**src/rtl/rpm_pkg.sv**
```systemverilog
// rpm_pkg: constants, register map and carrier types of the reset and power mode block
// assumes a single 100 MHz system clock and an 8-bit special-function register port
package rpm_pkg;

  // ----------------------------------------------------------------
  // register map
  // ----------------------------------------------------------------
  localparam logic [7:0] RPM_ADDR_CAUSE  = 8'h86;
  localparam logic [7:0] RPM_ADDR_PMODE  = 8'h87;
  localparam logic [7:0] RPM_CAUSE_RST   = 8'h81;
  localparam logic [7:0] RPM_PMODE_RST   = 8'h00;
  localparam logic [7:0] RPM_PMODE_IDLE  = 8'h01;
  localparam logic [7:0] RPM_PMODE_DEEP  = 8'h03;
  localparam int         RPM_BIT_PWRF    = 7;
  localparam int         RPM_BIT_EXTF    = 6;
  localparam int         RPM_BIT_WDTF    = 5;
  localparam int         RPM_BIT_DBGF    = 4;
  localparam int         RPM_BIT_BODF    = 3;
  localparam int         RPM_BIT_LVL_HI  = 2;
  localparam int         RPM_BIT_LVL_LO  = 1;
  localparam int         RPM_BIT_BO_EN   = 0;

  // ----------------------------------------------------------------
  // reset state of the processor core
  // ----------------------------------------------------------------
  localparam logic [15:0] RPM_PC_RST  = 16'h0000;
  localparam logic [7:0]  RPM_ACC_RST = 8'h00;
  localparam logic [7:0]  RPM_SP_RST  = 8'h07;

  // ----------------------------------------------------------------
  // timing
  // ----------------------------------------------------------------
  localparam int          RPM_CLK_MHZ       = 100;
  localparam int          RPM_FILTER_NS     = 7000;
  localparam int          RPM_FILTER_CYC    = RPM_FILTER_NS * RPM_CLK_MHZ / 1000;
  localparam int          RPM_LSOSC_KHZ     = 125;
  localparam int          RPM_LS_PRESCALE   = 32;
  localparam int          RPM_LS_TICK_CYC   = RPM_CLK_MHZ * 1000 / RPM_LSOSC_KHZ
                                              * RPM_LS_PRESCALE;
  localparam logic [5:0]  RPM_BOOT_TICKS    = 6'h30;
  localparam int          RPM_RELEASE_MS    = 16;
  localparam int          RPM_RELEASE_CYC   = RPM_RELEASE_MS * RPM_CLK_MHZ * 1000;
  localparam logic [2:0]  RPM_PROC_CLKS     = 3'h5;

  typedef enum logic [2:0] {
    RPM_ST_HOLD = 3'b000,
    RPM_ST_BOOT = 3'b001,
    RPM_ST_REL  = 3'b010,
    RPM_ST_PROC = 3'b011,
    RPM_ST_RUN  = 3'b100
  } rpm_state_t;

  typedef struct packed {
    logic [7:0] addr;
    logic [7:0] wdata;
    logic       wr;
    logic       rd;
  } rpm_bus_t;

  typedef struct packed {
    logic [15:0] pc;
    logic [7:0]  acc;
    logic [7:0]  sp;
  } rpm_core_rst_t;

  typedef struct packed {
    logic main_osc_en;
    logic sys_clk_en;
    logic periph_clk_en;
    logic lsosc_en;
    logic cpu_clk_en;
  } rpm_clk_ctl_t;

endpackage : rpm_pkg

```
**src/rtl/rpm_top.sv**
```systemverilog
// rpm_top: reset sequencing, reset cause flags, brown-out control and power modes
// assumes event inputs from on-chip logic are synchronous to clk_sys;
// the reset pin and the brown-out comparator are asynchronous and synchronised here
//
// The plain strobed port was decided locally.
`timescale 1ns/1ps

module rpm_top
  import rpm_pkg::*;
#(
  parameter int REL_CYC  = rpm_pkg::RPM_RELEASE_CYC,
  parameter int TICK_CYC = rpm_pkg::RPM_LS_TICK_CYC
) (
  input  wire logic           clk_sys,
  input  wire logic           rst,
  input  wire rpm_pkg::rpm_bus_t bus,
  output      logic [7:0]     rdata,
  input  wire logic           external_reset_pin_n,
  input  wire logic           pin_gpio_mode,
  output      logic           pin_gpio_in,
  input  wire logic           watchdog_overflow,
  input  wire logic           watchdog_reset_enable,
  input  wire logic           brownout_trip,
  input  wire logic           debug_reset_req,
  input  wire logic           wake_irq,
  input  wire logic           sysclk_lowspeed_keep,
  output      logic           sys_reset,
  output      logic           config_read,
  output      rpm_pkg::rpm_core_rst_t core_rst,
  output      rpm_pkg::rpm_clk_ctl_t  clk_ctl,
  output      logic [1:0]     brownout_level_select,
  output      logic           brownout_enable,
  output      logic           idle_mode,
  output      logic           deep_sleep
);
  import rpm_pkg::*;

  // ----------------------------------------------------------------
  // input synchronisers
  // ----------------------------------------------------------------
  logic [1:0] pin_sync_q;
  logic [1:0] bod_sync_q;

  always_ff @(posedge clk_sys or posedge rst) begin
    if (rst) begin
      pin_sync_q <= 2'h3;
      bod_sync_q <= 2'h0;
    end else begin
      pin_sync_q <= {pin_sync_q[0], external_reset_pin_n};
      bod_sync_q <= {bod_sync_q[0], brownout_trip};
    end
  end

  logic pin_s;
  logic bod_s;
  assign pin_s = pin_sync_q[1];
  assign bod_s = bod_sync_q[1];

  // ----------------------------------------------------------------
  // reset pin noise filter
  // ----------------------------------------------------------------
  // a low is believed only after it has stood for the full window
  localparam int FW = $clog2(RPM_FILTER_CYC + 1);
  logic [FW-1:0] filt_q;
  logic          ext_low_q;

  always_ff @(posedge clk_sys or posedge rst) begin
    if (rst) begin
      filt_q    <= '0;
      ext_low_q <= 1'b0;
    end else if (pin_gpio_mode || pin_s) begin
      filt_q    <= '0;
      ext_low_q <= 1'b0;
    end else if (filt_q == FW'(RPM_FILTER_CYC - 1)) begin
      ext_low_q <= 1'b1;
    end else begin
      filt_q <= filt_q + FW'(1);
    end
  end

  always_ff @(posedge clk_sys or posedge rst) begin
    if (rst) begin
      pin_gpio_in <= 1'b1;
    end else begin
      pin_gpio_in <= pin_s;
    end
  end

  // ----------------------------------------------------------------
  // reset sources
  // ----------------------------------------------------------------
  logic bo_en_q;
  logic ext_evt;
  logic wdt_evt;
  logic bod_evt;
  logic dbg_evt;
  logic src_any;

  assign ext_evt = ext_low_q;
  assign wdt_evt = watchdog_overflow && watchdog_reset_enable;
  assign bod_evt = bod_s && bo_en_q;
  assign dbg_evt = debug_reset_req;
  assign src_any = ext_evt || wdt_evt || bod_evt || dbg_evt;

  // ----------------------------------------------------------------
  // reset sequencer
  // ----------------------------------------------------------------
  localparam int CW = $clog2(REL_CYC + 1);
  localparam int TW = $clog2(TICK_CYC + 1);
  rpm_state_t    state_q;
  logic [CW-1:0] cnt_q;
  logic [TW-1:0] div_q;
  logic [5:0]    ticks_q;
  logic [2:0]    proc_q;
  logic          tick;
  logic          rel_done;

  // slow boot ticks: low-speed oscillator rate divided by the prescaler
  assign tick     = (div_q == TW'(TICK_CYC - 1));
  assign rel_done = (cnt_q == CW'(REL_CYC - 1));

  always_ff @(posedge clk_sys or posedge rst) begin
    if (rst) begin
      div_q <= '0;
    end else if (state_q != RPM_ST_BOOT || tick) begin
      div_q <= '0;
    end else begin
      div_q <= div_q + TW'(1);
    end
  end

  always_ff @(posedge clk_sys or posedge rst) begin
    if (rst) begin
      state_q     <= RPM_ST_BOOT;
      cnt_q       <= '0;
      ticks_q     <= 6'h00;
      proc_q      <= 3'h0;
      config_read <= 1'b0;
    end else begin
      config_read <= 1'b0;
      if (src_any) begin
        state_q <= RPM_ST_HOLD;
        cnt_q   <= '0;
        proc_q  <= 3'h0;
      end else begin
        unique case (state_q)
          RPM_ST_HOLD: begin
            state_q <= RPM_ST_REL;
            cnt_q   <= '0;
          end
          RPM_ST_BOOT: begin
            cnt_q <= cnt_q + CW'(1);
            if (tick) begin
              ticks_q <= ticks_q + 6'h01;
              if (ticks_q == RPM_BOOT_TICKS - 6'h01) begin
                config_read <= 1'b1;
                state_q     <= RPM_ST_REL;
              end
            end
          end
          RPM_ST_REL: begin
            // the 16ms window runs from power-on, or from the end of the last active reset source (pin, watchdog, debugger or brown-out)
            if (rel_done) begin
              state_q <= RPM_ST_PROC;
              cnt_q   <= '0;
            end else begin
              cnt_q <= cnt_q + CW'(1);
            end
          end
          RPM_ST_PROC: begin
            if (proc_q == RPM_PROC_CLKS - 3'h1) begin
              state_q <= RPM_ST_RUN;
            end else begin
              proc_q <= proc_q + 3'h1;
            end
          end
          RPM_ST_RUN: begin
            proc_q <= 3'h0;
          end
          default: begin
            state_q <= RPM_ST_HOLD;
          end
        endcase
      end
    end
  end

  always_ff @(posedge clk_sys or posedge rst) begin
    if (rst) begin
      sys_reset <= 1'b1;
    end else begin
      sys_reset <= (state_q != RPM_ST_RUN) || src_any;
    end
  end

  always_ff @(posedge clk_sys or posedge rst) begin
    if (rst) begin
      core_rst <= '{pc: RPM_PC_RST, acc: RPM_ACC_RST, sp: RPM_SP_RST};
    end else if (state_q != RPM_ST_RUN) begin
      core_rst <= '{pc: RPM_PC_RST, acc: RPM_ACC_RST, sp: RPM_SP_RST};
    end
  end

  // ----------------------------------------------------------------
  // reset cause and brown-out control register
  // ----------------------------------------------------------------
  logic [4:0] flags_q;
  logic [1:0] lvl_q;
  logic       wr_cause;
  logic       wr_pmode;
  logic [4:0] flag_set;
  logic [4:0] flag_keep;

  assign wr_cause  = bus.wr && bus.addr == RPM_ADDR_CAUSE;
  assign wr_pmode  = bus.wr && bus.addr == RPM_ADDR_PMODE && state_q == RPM_ST_RUN;
  assign flag_set  = {1'b0, ext_evt, wdt_evt, dbg_evt, bod_evt};
  // writing 1 keeps a flag, writing 0 clears it; a new event wins over the clear
  assign flag_keep = wr_cause ? (flags_q & bus.wdata[7:3]) : flags_q;

  always_ff @(posedge clk_sys or posedge rst) begin
    if (rst) begin
      flags_q <= RPM_CAUSE_RST[7:3];
    end else begin
      flags_q <= flag_keep | flag_set;
    end
  end

  always_ff @(posedge clk_sys or posedge rst) begin
    if (rst) begin
      lvl_q   <= RPM_CAUSE_RST[RPM_BIT_LVL_HI:RPM_BIT_LVL_LO];
      bo_en_q <= RPM_CAUSE_RST[RPM_BIT_BO_EN];
    end else if (state_q == RPM_ST_HOLD) begin
      bo_en_q <= 1'b1;
    end else if (wr_cause) begin
      lvl_q   <= bus.wdata[RPM_BIT_LVL_HI:RPM_BIT_LVL_LO];
      bo_en_q <= bus.wdata[RPM_BIT_BO_EN];
    end
  end

  assign brownout_level_select = lvl_q;
  assign brownout_enable       = bo_en_q;

  // ----------------------------------------------------------------
  // power mode register
  // ----------------------------------------------------------------
  logic [7:0] pmode_q;
  logic       keep_ls_q;

  always_ff @(posedge clk_sys or posedge rst) begin
    if (rst) begin
      pmode_q <= RPM_PMODE_RST;
    end else if (state_q != RPM_ST_RUN || src_any) begin
      pmode_q <= RPM_PMODE_RST;
    end else if (wr_pmode) begin
      pmode_q <= bus.wdata;
    end else if (wake_irq && (idle_mode || deep_sleep)) begin
      pmode_q <= RPM_PMODE_RST;
    end
  end

  always_ff @(posedge clk_sys or posedge rst) begin
    if (rst) begin
      keep_ls_q <= 1'b1;
    end else if (wr_pmode && bus.wdata == RPM_PMODE_DEEP) begin
      keep_ls_q <= sysclk_lowspeed_keep;
    end
  end

  assign idle_mode  = (pmode_q == RPM_PMODE_IDLE);
  assign deep_sleep = (pmode_q == RPM_PMODE_DEEP);

  // registers and ram are never cleared by sleep, only their clocks stop
  always_ff @(posedge clk_sys or posedge rst) begin
    if (rst) begin
      clk_ctl <= '{1'b1, 1'b1, 1'b1, 1'b1, 1'b0};
    end else begin
      clk_ctl.main_osc_en   <= !deep_sleep;
      clk_ctl.sys_clk_en    <= !deep_sleep;
      clk_ctl.periph_clk_en <= !deep_sleep;
      clk_ctl.lsosc_en      <= !deep_sleep || keep_ls_q;
      clk_ctl.cpu_clk_en    <= !deep_sleep && !idle_mode && state_q == RPM_ST_RUN;
    end
  end

  // ----------------------------------------------------------------
  // read port
  // ----------------------------------------------------------------
  always_ff @(posedge clk_sys or posedge rst) begin
    if (rst) begin
      rdata <= 8'h00;
    end else if (bus.rd) begin
      unique case (bus.addr)
        RPM_ADDR_CAUSE: rdata <= {flags_q, lvl_q, bo_en_q};
        RPM_ADDR_PMODE: rdata <= pmode_q;
        default:        rdata <= 8'h00;
      endcase
    end else begin
      rdata <= 8'h00;
    end
  end
endmodule : rpm_top

```
**config.mk**
```make
export PLATFORM = sky130hd
export DESIGN_NAME = rpm_top
export DESIGN_NICKNAME = d
export VERILOG_FILES = /design/src/rtl/rpm_pkg.sv /design/src/rtl/rpm_top.sv
export SDC_FILE = /design/constraint.sdc
export NUM_CORES = 1
export LEC_CHECK = 0
export BUFFER_PORTS_ARGS = -buffer_cell sky130_fd_sc_hd__buf_2
export CORE_ASPECT_RATIO = 1.25
export CORE_MARGIN = 2
export CORE_UTILIZATION = 50
export DETAILED_ROUTE_END_ITERATION = 16
export GPL_TIMING_DRIVEN = 0
export PLACE_DENSITY = 0.73
export SETUP_SLACK_MARGIN = 0.2
export SYNTH_ARGS = -nofsm -noshare
export SYNTH_HDL_FRONTEND = slang
export SYNTH_SLANG_ARGS = --single-unit
```
**constraint.sdc**
```tcl
create_clock -name clk_sys -period 5.95 [get_ports clk_sys]
set_input_delay 0.2975 -clock clk_sys [delete_from_list [all_inputs] [get_ports clk_sys]]
set_output_delay 0.2975 -clock clk_sys [all_outputs]
set_load 0.01 [all_outputs]
```
After elaboration in Yosys (flattened, before gate mapping). Index checks and enable logic that the tools add are counted.

Register bits after elaboration: 94. Bits in latches: 0. RAM bits: 0. Memory bits (read-only): 0. Input bits: 28. Output and inout port bits: 53. Word-level logic and storage cells: 111. Memories: 0.

Add/sub/neg operators: 5. Multiply operators: 0. Divide/modulo/power cells: 0. Magnitude comparators: 0. Equal/unequal tests: 23. Shift-type cells: 0. Mux-type cells: 29. Bitwise gates (word level): 4. Reduce and logical (&&, ||, !) cells: 29.

Operator list (number): one-hot mux 21 bit (3 select lines) (1); two-way mux 21 bit (2); two-way mux 8 bit (4); adder 21 x 1 -> 21 bit (second input constant) (1); == test 21 bit (second input constant) (1); two-way mux 3 bit (7); two-way mux 10 bit (2); inequality test 3 bit (second input constant) (6); == test 8 x 2 -> 1 bit (second input constant) (2); == test 8 bit (second input constant) (2); one-hot mux 8 bit (2 select lines) (1); adder 15 x 1 -> 15 bit (second input constant) (1); == test 15 bit (second input constant) (1); two-way mux 15 bit (1); one-hot mux 3 bit (5 select lines) (1); adder 10 x 1 -> 10 bit (second input constant) (1); == test 10 bit (second input constant) (1); logical AND 1 bit (9); == test 8 x 1 -> 1 bit (second input constant) (1); logical OR 1 bit (8); two-way mux 1 bit (8); adder 6 x 1 -> 6 bit (second input constant) (1); == test 3 x 2 -> 1 bit (second input constant) (2); == test 3 bit (second input constant) (2); 18 further kinds (24).

Longest topological paths before layout. Gate-level depths: netlist of run 1.

Depth in word-level cells: 6. Mapped depth: 8. Depth with buffers taken out: 7.

Least setup slack after synthesis of run 1. No wires, ideal clock.

Kind: register to register. From: register state_q[2]. To: register ticks_q[1]. Library setup time: 0.125 ns. Data arrival time: 1.832 ns. Required time: 5.825 ns. Slack: 3.993 ns. Cell stages (with the launch flop): 7. Buffers on the path: 2. Clock period less this slack: 1.957 ns. Path through: dfrtp_1 > clkbuf_1 > or3b_2 > nor3_1 > and4_1 > clkbuf_1 > mux2_2.

Longest elaborated chain between the ends: 2.

RTL lines: start, declared (RTL line rpm_top.sv:110) `rpm_state_t state_q;`; start signal, assigned (RTL line rpm_top.sv:134) `state_q <= RPM_ST_BOOT;`; start signal, assigned (RTL line rpm_top.sv:142) `state_q <= RPM_ST_HOLD;`; start signal, assigned (RTL line rpm_top.sv:148) `state_q <= RPM_ST_REL;`; == test 3 x 1 -> 1 bit (RTL line rpm_top.sv:146) `unique case (state_q)`; AND reduction 3 bit (no source line); end signal, assigned (RTL line rpm_top.sv:154) `ticks_q <= ticks_q + 6'h01;`; end, declared (RTL line rpm_top.sv:113) `logic [5:0] ticks_q;`.

No other way between the ends. A chain may end at the register's enable or synchronous reset.

Worst setup path after layout of run 1.
From: register pmode_q[4]. To: output port deep_sleep.

Longest elaborated chain between the ends: 1.

RTL lines: start, declared (RTL line rpm_top.sv:246) `logic [7:0] pmode_q;`; start signal, assigned (RTL line rpm_top.sv:255) `pmode_q <= bus.wdata;`; == test 8 x 2 -> 1 bit (RTL line rpm_top.sv:270) `assign deep_sleep = (pmode_q == RPM_PMODE_DEEP);`; end, declared (RTL line rpm_top.sv:34) `output logic deep_sleep`.

No other way between the ends.

==> impl_summary.txt, run 1 <==
----------------------------------------------------
[Run status]
  Violations in the final reports ... negative hold slack
  Result of the run ... finished, violations left

[Floorplanning]
  Chip Width ... slightly above 90 microns
  Full die area ... about 0.010 sq mm
  Std-Cell Rows ... 39
  Area of the core ... 0.009174 sq mm
  Initial Util ... roughly half
  Die outline height ... 112.6 microns
  Number of I/O pins ... 81

[Detailed routing]
  DRC viols ... 0
  Via total after detailed routing ... roughly 3600
  First drt pass iteration count ... 4
  Total detailed-routing wirelength ... 9233 microns
  Drt initial violations ... 221
  Via count normalized by instance count ... 5.209
  Mean routed wirelength per cell ... between 10 and 15 microns
  Post-route ant nets ... 0

[Layout]
  Number of nets in the finished design ... 600
  Cell area after layout ... 0.005542 sq mm
  Share of post-route cells with drive strength above 1 ... between 20% and 30%
  Layout overhead on the synthesized area ... 17.51%
  Antenna diode count ... 0

[Synthesis]
  Top_reg_cell synth ... dfrtp_1
  Synthesized area ... approximately 0.0047 sq mm
  Share of the synthesized area in the top cell type ... 44.57%
  Number of flops mapped to enable cells by yosys ... 0
  Distinct cell type count after synthesis ... 53
  Flop and latch count out of synthesis ... 94
  Post-synth top area cell ... dfrtp_1
  Post-synthesis average cell area ... 9.907 sq um
  Sequential fraction of the synthesis area ... 50.15%
  Cell count after synthesis ... 476
  Top area cells in the synthesized netlist ... dfrtp_1 (45%), buf_4 (5.6%), dfstp_2 (5.6%), xnor2_1 (4.3%), nor2_1 (4.1%)
  Ys Warns ... 0
  Fraction of registers with async set/reset ... 100.0%

[Clock network]
  TritonCTS Buffers ... 9
  Maximum clock insertion buffer count ... 2
  Gates resized, CTS repair ... 0
  Root buffer cell ... clkbuf_16
  Sinks on Clock Net ... 94
  Post-CTS Hold Buffers ... 0
  CTS tree ... done
  Clock insertion delay at the later pin of the skew report ... 0.35 ns
  Buffers inserted during post-CTS setup optimization ... 0
  Post-CTS clock slew at the launch and capture registers of the worst setup and hold paths ... 0.07 ns
  Count of H-tree levels built during CTS ... 3

[Power]
  Standby leakage power ... between 2 and 2.5 nW
  Max VDD drop ... 0.1398 mV
  PwrDens ... between 200 and 250 mW/mm^2

[Global route]
  GR Overflow Total ... 0
  Global-route total usage across every layer ... 19.46%
  Maximum number of pins on one net before global-route repair ... between 50 and 60
  First-pass GRT wire length ... between 15000 and 20000 microns
  Vias in the first global route ... 3368
  Number of antenna violations at the first check in global routing ... 0

[Timing]
  Transition at the pin with the smallest max-transition slack ... 0.7029 ns
  Rel. slew slack ... 52.71%
  Fin Hold WS ... -0.01529 ns
  Final Slew Violations ... 0
  Achievable clock frequency ... 0.3777 GHz
  Final worst path period share ... approximately 44%
  Final min period ... 2.647 ns
  Setup_tns ... 0 ns
  Final Hold Fails ... 15
  Final setup violation count ... 0
  Setup repair after global routing missed its margin ... false
  Maximum clock skew at final layout ... 0.006372 ns

[Setup path]
  End of the critical path ... deep_sleep
  Worst r2r src ... div_q[0]$_DFF_PP0_
  Data required time of the worst path ... 5.65 ns
  Arrival time at the worst endpoint ... 2.35 ns
  Critical path, cell by cell ... or4b_2 > nor4_1 > nand2_1 > inv_1 > buf_2
  Critical Path Max Stage Delay ... between 0.6 and 0.7 ns
  Startpoint types ... flip-flop
  Launching instance or port of the critical path ... pmode_q[4]$_DFFE_PP0P_
  Highest net fanout along the worst path ... 4
  Capture point of the worst reg-to-reg path ... div_q[8]$_DFF_PP0_
  Critical path's slowest cell ... or4b_2
  Flop2flop setup slack ... 3.61 ns
  Critical path type ... reg -> out
  Setup crit end kind ... output port
  Depth of the worst register-to-register path ... 7

[Place]
  Instance area at placement ... 0.005253 sq mm
  Last weighted congestion value of the routability-driven placer ... 0.8433
  Port Buffer Count ... between 40 and 50
  HPWL after detailed placement ... 6724 microns

[Hold path]
  Path class of the lowest-slack min-delay path ... in -> async

[Flow run]
  Total of max-cap violations ... 0

----------------------------------------------------
-- worst min path at each step --
stage	from	depth (start not counted)	end	slack, ns
final	rst	2	cnt_q[9]$_DFFE_PP0P_	-0.02
after global placement	bod_sync_q[0]$_DFF_PP0_	0	bod_sync_q[1]$_DFF_PP0_	0.33
after CTS	rst	2	cnt_q[9]$_DFFE_PP0P_	0.002
after floorplan	external_reset_pin_n	0	pin_sync_q[0]$_DFF_PP1_	0.30
after global routing	rst	2	cnt_q[9]$_DFFE_PP0P_	0.02
after detailed placement	bod_sync_q[0]$_DFF_PP0_	0	bod_sync_q[1]$_DFF_PP0_	0.34
-- power breakdown --
part,switching (mW),leakage [nW],internal (mW)
Sequential,0.00216,1.25,0.643
Clock,0.265,0.136,0.292
Combinational,0.0394,1.09,0.0286
Total,0.306,2.48,0.964
-- state kept, by name, indices dropped and copies added, names as in the netlist --
signal,count
div_q,15
pin_gpio_in,1
ext_evt,1
bod_sync_q,2
ticks_q,6
filt_q,10
state_q,3
cnt_q,21
pin_sync_q,2
proc_q,3
config_read,1
flags_q,5
pmode_q,8
keep_ls_q,1
brownout_enable,1
clk_ctl,3
sys_reset,1
rdata,8
brownout_level_select,2
-- cells by family (layout without fill, tap and decap cells) --
logic type / count (synthesis) / after routing / share of synthesized area (%)
XOR/XNOR: 40 / 40 / 7.429
buffers and inverters: 60 / 125 / 8.225
other: 2 / 32 / 0.1593
flip-flops: 94 / 94 / 50.15
multiplexers: 9 / 9 / 2.043
AND/OR/NAND/NOR: 214 / 214 / 23.80
AO/OA/AOI/OAI: 51 / 51 / 6.607
adder cells (fa/ha/maj): 6 / 6 / 1.592
-- synthesized netlist by cell type, types with 5 or more instances --
master     n
or4_1      5
nor3_1    10
nor2b_1   10
dfstp_2   10
a21oi_1   19
buf_4     35
dfrtp_1   84
xor2_1    17
nand3_1   22
ha_1       6
o21ai_0   11
nand4_1   15
a22oi_1    7
nor2_1    51
nand2_1   50
inv_1     13
xnor2_1   23
nor4_1    11
and3_1     9
clkbuf_1   7
-- area by class of cell --
class                      count  area [sq um]
timing repair buffer          49         267.8
fill                         808          3632
inverter                      13         51.30
sequential                    94          2365
clock inverter                 7         63.81
clock buffer                   9         225.2
multi-input combinational    352          2076
buffer                        47         339.1
tap                          123         153.9
-- stage by stage --
stage          util [%]  std cells  hold WS [ns]  power (mW)  setup WS [ns]
2_1_floorplan         -        506        0.3020      0.7032          3.220
3_3_place_gp      56.93        677        0.3343      0.7217          2.183
3_5_place_dp      57.26        678        0.3428      0.7254          3.589
4_1_cts           60.41        694      0.002021       1.280          3.305
5_1_grt           60.41        694       0.02492       1.319          3.191
6_report          60.41        694      -0.01529       1.270          3.303
-- worst max-delay path: cells and delay by family (launching register included) --
family,cells,cell delay [ns]
flops,1,0.40
buf+inv,2,0.20
simple gates,3,1.40
-- layer usage --
layer  up-vias  wire (microns)  track usage (%)
met1      1729            4051            25.61
met5         -               0                0
met3        12             500            4.027
met4         0             150            7.980
met2       108            4530            31.64
li1       1766               -                -
-- cells in the final DEF (no fill, tap or decap), drive strengths merged, types with 2 or more instances in the layout --
cell type  synthesis  layout
a21o               4       4
a21oi             19      19
a22oi              7       7
and2               4       4
and3              10      10
and4               3       3
buf               40      89
clkbuf             7      16
clkinv             0       2
clkinvlp           0       2
conb               2      32
dfrtp             84      84
dfstp             10      10
ha                 6       6
inv               13      16
mux2               5       5
mux2i              4       4
nand2             50      50
nand3             23      23
nand4             16      16
nor2              51      51
nor2b             10      10
nor3              11      11
nor3b              2       2
nor4              11      11
nor4b              3       3
o21ai             11      11
o31ai              4       4
or2                2       2
or3                4       4
or4                5       5
or4b               2       2
xnor2             23      23
xor2              17      17
(Power assumes the default switching activity.)
==> run 2: changes to the inputs <==
Settings changed: PLACE_DENSITY 0.73 to 0.76.
Clock period 5.95 ns to 2.25 ns, I/O delays scaled along.
==> run 2 against run 1 <==
- the flow now finishes without violations
- critical endpoint is now cnt_q[18]$_DFFE_PP0P_
- die area is the same
- register-to-register slack got worse by 3.3 ns
- sequential cell count is the same
- combinational power rose to 2.8 times the previous value
- final area up 3.9%
- sequential share of layout area shrank 1.5 points
- clock skew grew 0.0038 ns
- largest power group unchanged
- global-route usage up 0.14 points
- critical path depth stayed put
- critical path type is now reg -> reg
- largest cell class unchanged
- sequential power rose to 2.7 times the previous value
==> impl_summary.txt, run 2 (synthesis gave the netlist of run 1 again) <==
----------------------------------------------------
[Detailed routing]
  Via total after detailed routing ... 3653 (+1.1%)
  Via count normalized by instance count ... 5.160 (-0.95%)
  Post-route ant nets ... 0 (unchanged)
  Total detailed-routing wirelength ... 9536 microns (+3.3%)
  DRC viols ... 0 (unchanged)
  Mean routed wirelength per cell ... 13.47 microns (+1.2%)
  First drt pass iteration count ... 4 (unchanged)
  Drt initial violations ... 173 (-22%)

[Setup path]
  Data required time of the worst path ... 2.53 ns (-3.12 ns)
  Startpoint types ... flip-flop
  Depth of the worst register-to-register path ... 5 (-2)
  Flop2flop setup slack ... 0.26 ns (-3.35 ns)
  Critical path's slowest cell ... or4_1
  Capture point of the worst reg-to-reg path ... cnt_q[18]$_DFFE_PP0P_
  Arrival time at the worst endpoint ... 2.27 ns (-0.08 ns)
  Critical path type ... reg -> reg
  Number of buffer and inverter instances along the worst setup path ... 0 (-2)
  Critical Path Max Stage Delay ... 0.52 ns (-0.15 ns)
  Setup crit end kind ... flip-flop
  Critical path, cell by cell ... a211o_1 > or4_1 > a31o_2 > o21ai_0 > mux2_2
  Worst path top cell family by delay ... compound AO/OA/AOI/OAI gates
  Highest net fanout along the worst path ... 7 (+3)
  Worst r2r src ... bod_sync_q[1]$_DFF_PP0_

[Power]
  PwrDens ... 577.8 mW/mm^2 (+150%)
  Total power consumption of the routed design ... 3.326 mW (+160%)
  Pint ... 2.569 mW (+170%)
  Switching pwr ... 0.7572 mW (+150%)
  Comb power frac ... 5.6% (+0.2 points)
  Share of power burned in registers ... 51.3% (+0.5 points)
  Max VDD drop ... 0.4560 mV (+230%)
  Standby leakage power ... 2.608 nW (+5.1%)
  Switching share of power ... 22.76% (-1.4 points)
  Clock network fraction of total power ... 43.0% (-0.8 points)

[Global route]
  Number of antenna violations at the first check in global routing ... 0 (unchanged)
  First-pass GRT wire length ... 16410 microns (+1.8%)
  Vias in the first global route ... 3631 (+7.8%)
  Global-route total usage across every layer ... 19.60% (+0.14 points)
  Maximum number of pins on one net before global-route repair ... 43 (-23%)
  GR Overflow Total ... 0 (unchanged)

[Layout]
  Top register by number of flip-flops ... cnt_q
  Largest registers ... cnt_q: 21 flops, div_q: 15 flops, filt_q: 10 flops
  Cell area after layout ... 0.005757 sq mm (+3.9%)
  Seq. cell area ... 0.002369 sq mm (+0.16%)
  Number of fill cells in the layout ... 759 (-6.1%)
  Commonest cells after routing, fill and taps aside ... dfrtp_1 (81), nand2_1 (50), nor2_1 (50), buf_2 (49), buf_4 (45)
  Antenna diode count ... 0 (unchanged)
  Most common library cell in the layout ignoring fill and taps ... dfrtp_1
  Layout overhead on the synthesized area ... 22.07%
  Area of the multi-input gates ... 0.002157 sq mm (+3.9%)
  Share of post-route cells with drive strength above 1 ... 26.84% (+4.1 points)
  Number of nets in the finished design ... 614 (+2.3%)
  Flip-flop count of the largest register after layout ... 21 (unchanged)

[Place]
  HPWL after detailed placement ... 6695 microns (-0.42%)
  Instance area at placement ... 0.005266 sq mm (+0.26%)
  Port Buffer Count ... 48 (unchanged)
  Last weighted congestion value of the routability-driven placer ... 0.8350 (-0.98%)

[Timing]
  Final Slew Violations ... 0 (unchanged)
  Final setup violation count ... 0 (unchanged)
  Achievable clock frequency ... around 0.50 GHz
  Final worst path period share ... 88.31%
  Maximum clock skew at final layout ... 0.01015 ns (+0.003782 ns)
  Final Hold Fails ... 0 (-15)
  Setup_tns ... 0 ns (unchanged)
  Final min period ... around 2.0 ns
  Setup repair after global routing missed its margin ... true

[Clock network]
  Sinks on Clock Net ... 94 (unchanged)
  Post-CTS clock slew at the launch and capture registers of the worst setup and hold paths ... 0.07 ns (about the same)
  Root buffer cell ... clkbuf_16
  Maximum clock insertion buffer count ... 2 (unchanged)
  Count of H-tree levels built during CTS ... 3 (unchanged)
  CTS tree ... done
  TritonCTS Buffers ... 9 (unchanged)
  Clock insertion delay at the later pin of the skew report ... 0.35 ns (about the same)

[Hold path]
  Hold path startpoint ... sysclk_lowspeed_keep
  Hold-critical path endpoint ... keep_ls_q$_DFFE_PP1P_
  Path class of the lowest-slack min-delay path ... in -> reg
  Hold-critical path depth ... 2

[Floorplanning]
  Chip Width ... 90.87 microns (unchanged)
  Area of the core ... 0.009174 sq mm (unchanged)
  Die outline height ... 112.6 microns (unchanged)
  Number of I/O pins ... 81 (unchanged)
  Full die area ... 0.01023 sq mm (unchanged)
  Initial Util ... 51.40% (unchanged)
  Std-Cell Rows ... 39 (unchanged)

[Run status]
  Result of the run ... completed

[Flow run]
  Total of max-cap violations ... 0 (unchanged)

----------------------------------------------------
## run 2: repair_timing
| item | 4_1_cts | 5_1_grt |
|---|---|---|
| gates resized for setup | 12 | 15 |
| cloned | 0 | 0 |
| setup buffers | 3 | 5 |
| pin swaps | 1 | 2 |
| hold endpoints to repair | 20 | 0 |
| hold buffers | 5 | 0 |
| endpoints found under the setup margin | 33 | 30 |
## run 2: through the flow
stage	hold slack [ns]	utilization (%)	setup slack, ns	cells
6_report	0.01262	62.75	0.2630	708
5_1_grt	0.02140	62.75	0.1828	708
4_1_cts	0.002528	61.77	0.2055	703
3_5_place_dp	0.1514	57.41	-0.1652	679
3_3_place_gp	0.2207	56.97	-0.07938	677
2_1_floorplan	0.1170	-	0.2932	506
## run 2: worst max-delay path by stage
| stage | to | startpoint | slack (ns) | cells after the start |
|---|---|---|---|---|
| 3_5_place_dp | div_q[6]$_DFF_PP0_ | div_q[0]$_DFF_PP0_ | -0.17 | 7 |
| 2_1_floorplan | ticks_q[1]$_DFFE_PP0P_ | state_q[2]$_DFFE_PP0P_ | 0.29 | 6 |
| 6_report | cnt_q[18]$_DFFE_PP0P_ | bod_sync_q[1]$_DFF_PP0_ | 0.26 | 5 |
| 5_1_grt | ticks_q[1]$_DFFE_PP0P_ | state_q[2]$_DFFE_PP0P_ | 0.18 | 6 |
| 3_3_place_gp | div_q[8]$_DFF_PP0_ | div_q[0]$_DFF_PP0_ | -0.08 | 7 |
| 4_1_cts | cnt_q[3]$_DFFE_PP0P_ | cnt_q[10]$_DFFE_PP0P_ | 0.21 | 6 |
## run 2: layer usage
layer	global-route usage (%)	share of wire, %	vias up
met5	0	0	-
met4	7.778	2.1	0
met3	4.631	5.0	13
met2	34.83	51	95
met1	22.89	42	1757
li1	-	-	1788
## run 2: cell type report
cell class	count	share of cell area, %
inverters	13	0.9128
multi-input cells	352	37.47
clock inverters	6	0.7824
plain buffers	47	6.086
flip-flops and latches	94	41.14
repair buffers	63	6.781
clock buffers	10	4.151
well taps	123	2.673
## run 2: power groups by stage
stage,sequential (mW),clock (mW),combinational (mW)
after floorplan,1.74,0,0.122
after global placement,1.74,0,0.170
after detailed placement,1.74,0,0.180
after CTS,1.71,1.47,0.188
after global routing,1.71,1.54,0.210
final,1.71,1.43,0.188
==> run 3: changes to the inputs <==
Settings changed: HOLD_SLACK_MARGIN set to 0.05.
==> run 3 against run 2 <==
- largest power group unchanged
- via count increased by 1.6%
- critical path depth increased by 1
- clock power about the same
- cell count increased by 1.4%
- sequential share of layout area decreased by 0.76 points
- register-to-register slack got worse by 0.02 ns
- worst setup slack got worse by 0.021 ns
- clock skew increased by 0.0015 ns
- worst hold slack improved by 0.048 ns
- count of clock-buffer cells in the layout unchanged
- highest routed layer unchanged
==> impl_summary.txt, run 3 (synthesis gave the netlist of run 1 again) <==
----------------------------------------------------
[Detailed routing]
  Via count normalized by instance count ... 5.170 (+0.20%)
  Post-route ant nets ... 0 (unchanged)
  Via total after detailed routing ... 3712 (+1.6%)
  Total detailed-routing wirelength ... 9842 microns (+3.2%)
  DRC viols ... 0 (unchanged)
  Drt initial violations ... 153 (-12%)
  First drt pass iteration count ... 4 (unchanged)
  Mean routed wirelength per cell ... 13.71 microns (+1.8%)

[Place]
  HPWL after detailed placement ... 6695 microns (unchanged)
  Instance area at placement ... 0.005266 sq mm (unchanged)
  Last weighted congestion value of the routability-driven placer ... 0.8350 (unchanged)
  Port Buffer Count ... 48 (unchanged)

[Floorplanning]
  Number of I/O pins ... 81 (unchanged)
  Die outline height ... 112.6 microns (unchanged)
  Chip Width ... 90.87 microns (unchanged)
  Std-Cell Rows ... 39 (unchanged)
  Full die area ... 0.01023 sq mm (unchanged)
  Initial Util ... 51.40% (unchanged)
  Area of the core ... 0.009174 sq mm (unchanged)

[Hold path]
  Path class of the lowest-slack min-delay path ... in -> reg
  Hold path startpoint ... watchdog_overflow
  Hold-critical path endpoint ... flags_q[2]$_DFF_PP0_
  Hold-critical path depth ... 3 (+1)

[Setup path]
  Critical Path Max Stage Delay ... 0.53 ns (about the same)
  Setup crit end kind ... flip-flop
  Depth of the worst register-to-register path ... 6 (+1)
  Arrival time at the worst endpoint ... 2.23 ns (-0.04 ns)
  Highest net fanout along the worst path ... 10 (+3)
  Worst r2r src ... cnt_q[10]$_DFFE_PP0P_
  Flop2flop setup slack ... 0.24 ns (-0.02 ns)
  Critical path's slowest cell ... or4bb_1
  Critical path type ... reg -> reg
  Critical path, cell by cell ... or4bb_1 > nor2_2 > nand3_1 > nand3_1 > buf_2 > nor2_1
  Capture point of the worst reg-to-reg path ... cnt_q[3]$_DFFE_PP0P_
  Cell mode on critical path ... nand3_1
  Data required time of the worst path ... 2.47 ns (-0.06 ns)
  Startpoint types ... flip-flop

[Global route]
  GR Overflow Total ... 0 (unchanged)
  Number of antenna violations at the first check in global routing ... 0 (unchanged)
  Vias in the first global route ... 3688 (+1.6%)
  Global-route total usage across every layer ... 20.08% (+0.48 points)
  First-pass GRT wire length ... 16750 microns (+2.1%)
  Maximum number of pins on one net before global-route repair ... 43 (unchanged)

[Power]
  Comb power frac ... 6.1% (+0.5 points)
  Share of power burned in registers ... 51.1% (-0.2 points)
  Pint ... 2.581 mW (+0.46%)
  PwrDens ... 569.4 mW/mm^2 (-1.5%)
  Max VDD drop ... 0.4515 mV (-0.97%)
  Switching share of power ... 22.73% (-0.035 points)
  Standby leakage power ... 2.652 nW (+1.7%)
  Switching pwr ... 0.7591 mW (+0.26%)
  Clock network fraction of total power ... 42.8% (-0.2 points)

[Timing]
  Maximum clock skew at final layout ... 0.01168 ns (+0.001523 ns)
  Setup repair after global routing missed its margin ... true
  Achievable clock frequency ... 0.4979 GHz (-1.1%)
  Final worst path period share ... 89.26% (+0.95 points)
  Final Hold Fails ... 0 (unchanged)
  Final Slew Violations ... 0 (unchanged)
  Setup_tns ... 0 ns (unchanged)
  Final min period ... 2.008 ns (+0.02136 ns)
  Final setup violation count ... 0 (unchanged)

[Flow run]
  Total of max-cap violations ... 0 (unchanged)

[Layout]
  Flip-flop count of the largest register after layout ... 21 (unchanged)
  Top register by number of flip-flops ... cnt_q
  Largest registers ... cnt_q: 21 flops, div_q: 15 flops, filt_q: 10 flops
  Antenna diode count ... 0 (unchanged)
  Most common library cell in the layout ignoring fill and taps ... dfrtp_1
  Commonest cells after routing, fill and taps aside ... dfrtp_1 (81), nand2_1 (50), nor2_1 (50), buf_2 (49), buf_4 (45)
  Share of post-route cells with drive strength above 1 ... 26.39% (-0.45 points)
  Number of nets in the finished design ... 624 (+1.6%)
  Cell area after layout ... 0.005866 sq mm (+1.9%)
  Layout overhead on the synthesized area ... 24.38%

[Clock network]
  Clock insertion delay at the later pin of the skew report ... 0.35 ns (about the same)
  CTS tree ... done
  Post-CTS clock slew at the launch and capture registers of the worst setup and hold paths ... 0.07 ns (about the same)
  TritonCTS Buffers ... 9 (unchanged)
  Sinks on Clock Net ... 94 (unchanged)
  Root buffer cell ... clkbuf_16
  Maximum clock insertion buffer count ... 2 (unchanged)
  Count of H-tree levels built during CTS ... 3 (unchanged)

[Run status]
  Result of the run ... completed

----------------------------------------------------
==> run 3: how the worst max path moves through the flow <==
stage                                 startpoint                      to  slack, ns
after CTS                  cnt_q[10]$_DFFE_PP0P_    cnt_q[3]$_DFFE_PP0P_       0.21
after floorplan           state_q[2]$_DFFE_PP0P_  ticks_q[1]$_DFFE_PP0P_       0.29
final                      cnt_q[10]$_DFFE_PP0P_    cnt_q[3]$_DFFE_PP0P_       0.24
after global placement        div_q[0]$_DFF_PP0_      div_q[8]$_DFF_PP0_      -0.08
after global routing      state_q[2]$_DFFE_PP0P_  ticks_q[1]$_DFFE_PP0P_       0.18
after detailed placement      div_q[0]$_DFF_PP0_      div_q[6]$_DFF_PP0_      -0.17
==> run 3: stage by stage <==
step / power [mW] / hold slack [ns] / utilization (%) / std cells / setup WS [ns]
after global placement: 1.907 / 0.2207 / 56.97 / 677 / -0.07938
after detailed placement: 1.918 / 0.1514 / 57.41 / 679 / -0.1652
final: 3.340 / 0.06092 / 63.94 / 718 / 0.2417
after CTS: 3.376 / 0.05279 / 62.86 / 713 / 0.2055
after floorplan: 1.860 / 0.1170 / - / 506 / 0.2932
after global routing: 3.462 / 0.06558 / 63.94 / 718 / 0.1829
==> run 3: power groups by stage <==
stage / logic [mW] / clock network, mW / registers (mW)
6_report: 0.203 / 1.43 / 1.71
5_1_grt: 0.225 / 1.53 / 1.71
4_1_cts: 0.201 / 1.47 / 1.71
3_5_place_dp: 0.180 / 0 / 1.74
3_3_place_gp: 0.170 / 0 / 1.74
2_1_floorplan: 0.122 / 0 / 1.74
==> run 3: timing repair <==
item                                    in CTS  in global routing
endpoints found under the hold margin       35                  0
pin swaps                                    1                  2
gates resized for setup                     12                 16
endpoints found under the setup margin      33                 30
setup buffers                                3                  5
hold buffers                                15                  0
==> run 3: metal layers <==
layer	track usage [%]	wire length, microns	up-vias
met5	0	0	-
met4	8.384	232	0
met3	4.497	456	18
met2	35.57	5032	99
met1	23.53	4121	1785
li1	-	-	1810
==> run 3: cell type report <==
| cell class | count | area, sq um |
|---|---|---|
| fill | 737 | 3308 |
| sequential | 94 | 2369 |
| multi-input combinational | 352 | 2166 |
| timing repair buffer | 73 | 490.5 |
| buffer | 47 | 350.3 |
| clock buffer | 10 | 239.0 |
| tap | 123 | 153.9 |
| inverter | 13 | 52.55 |
| clock inverter | 6 | 45.04 |
==> run 3: critical path: cells and delay by family (launching register included) <==
kind / cells / cell delay (ns)
buf+inv: 1 / 0.27
flops: 1 / 0.43
simple gates: 5 / 1.18
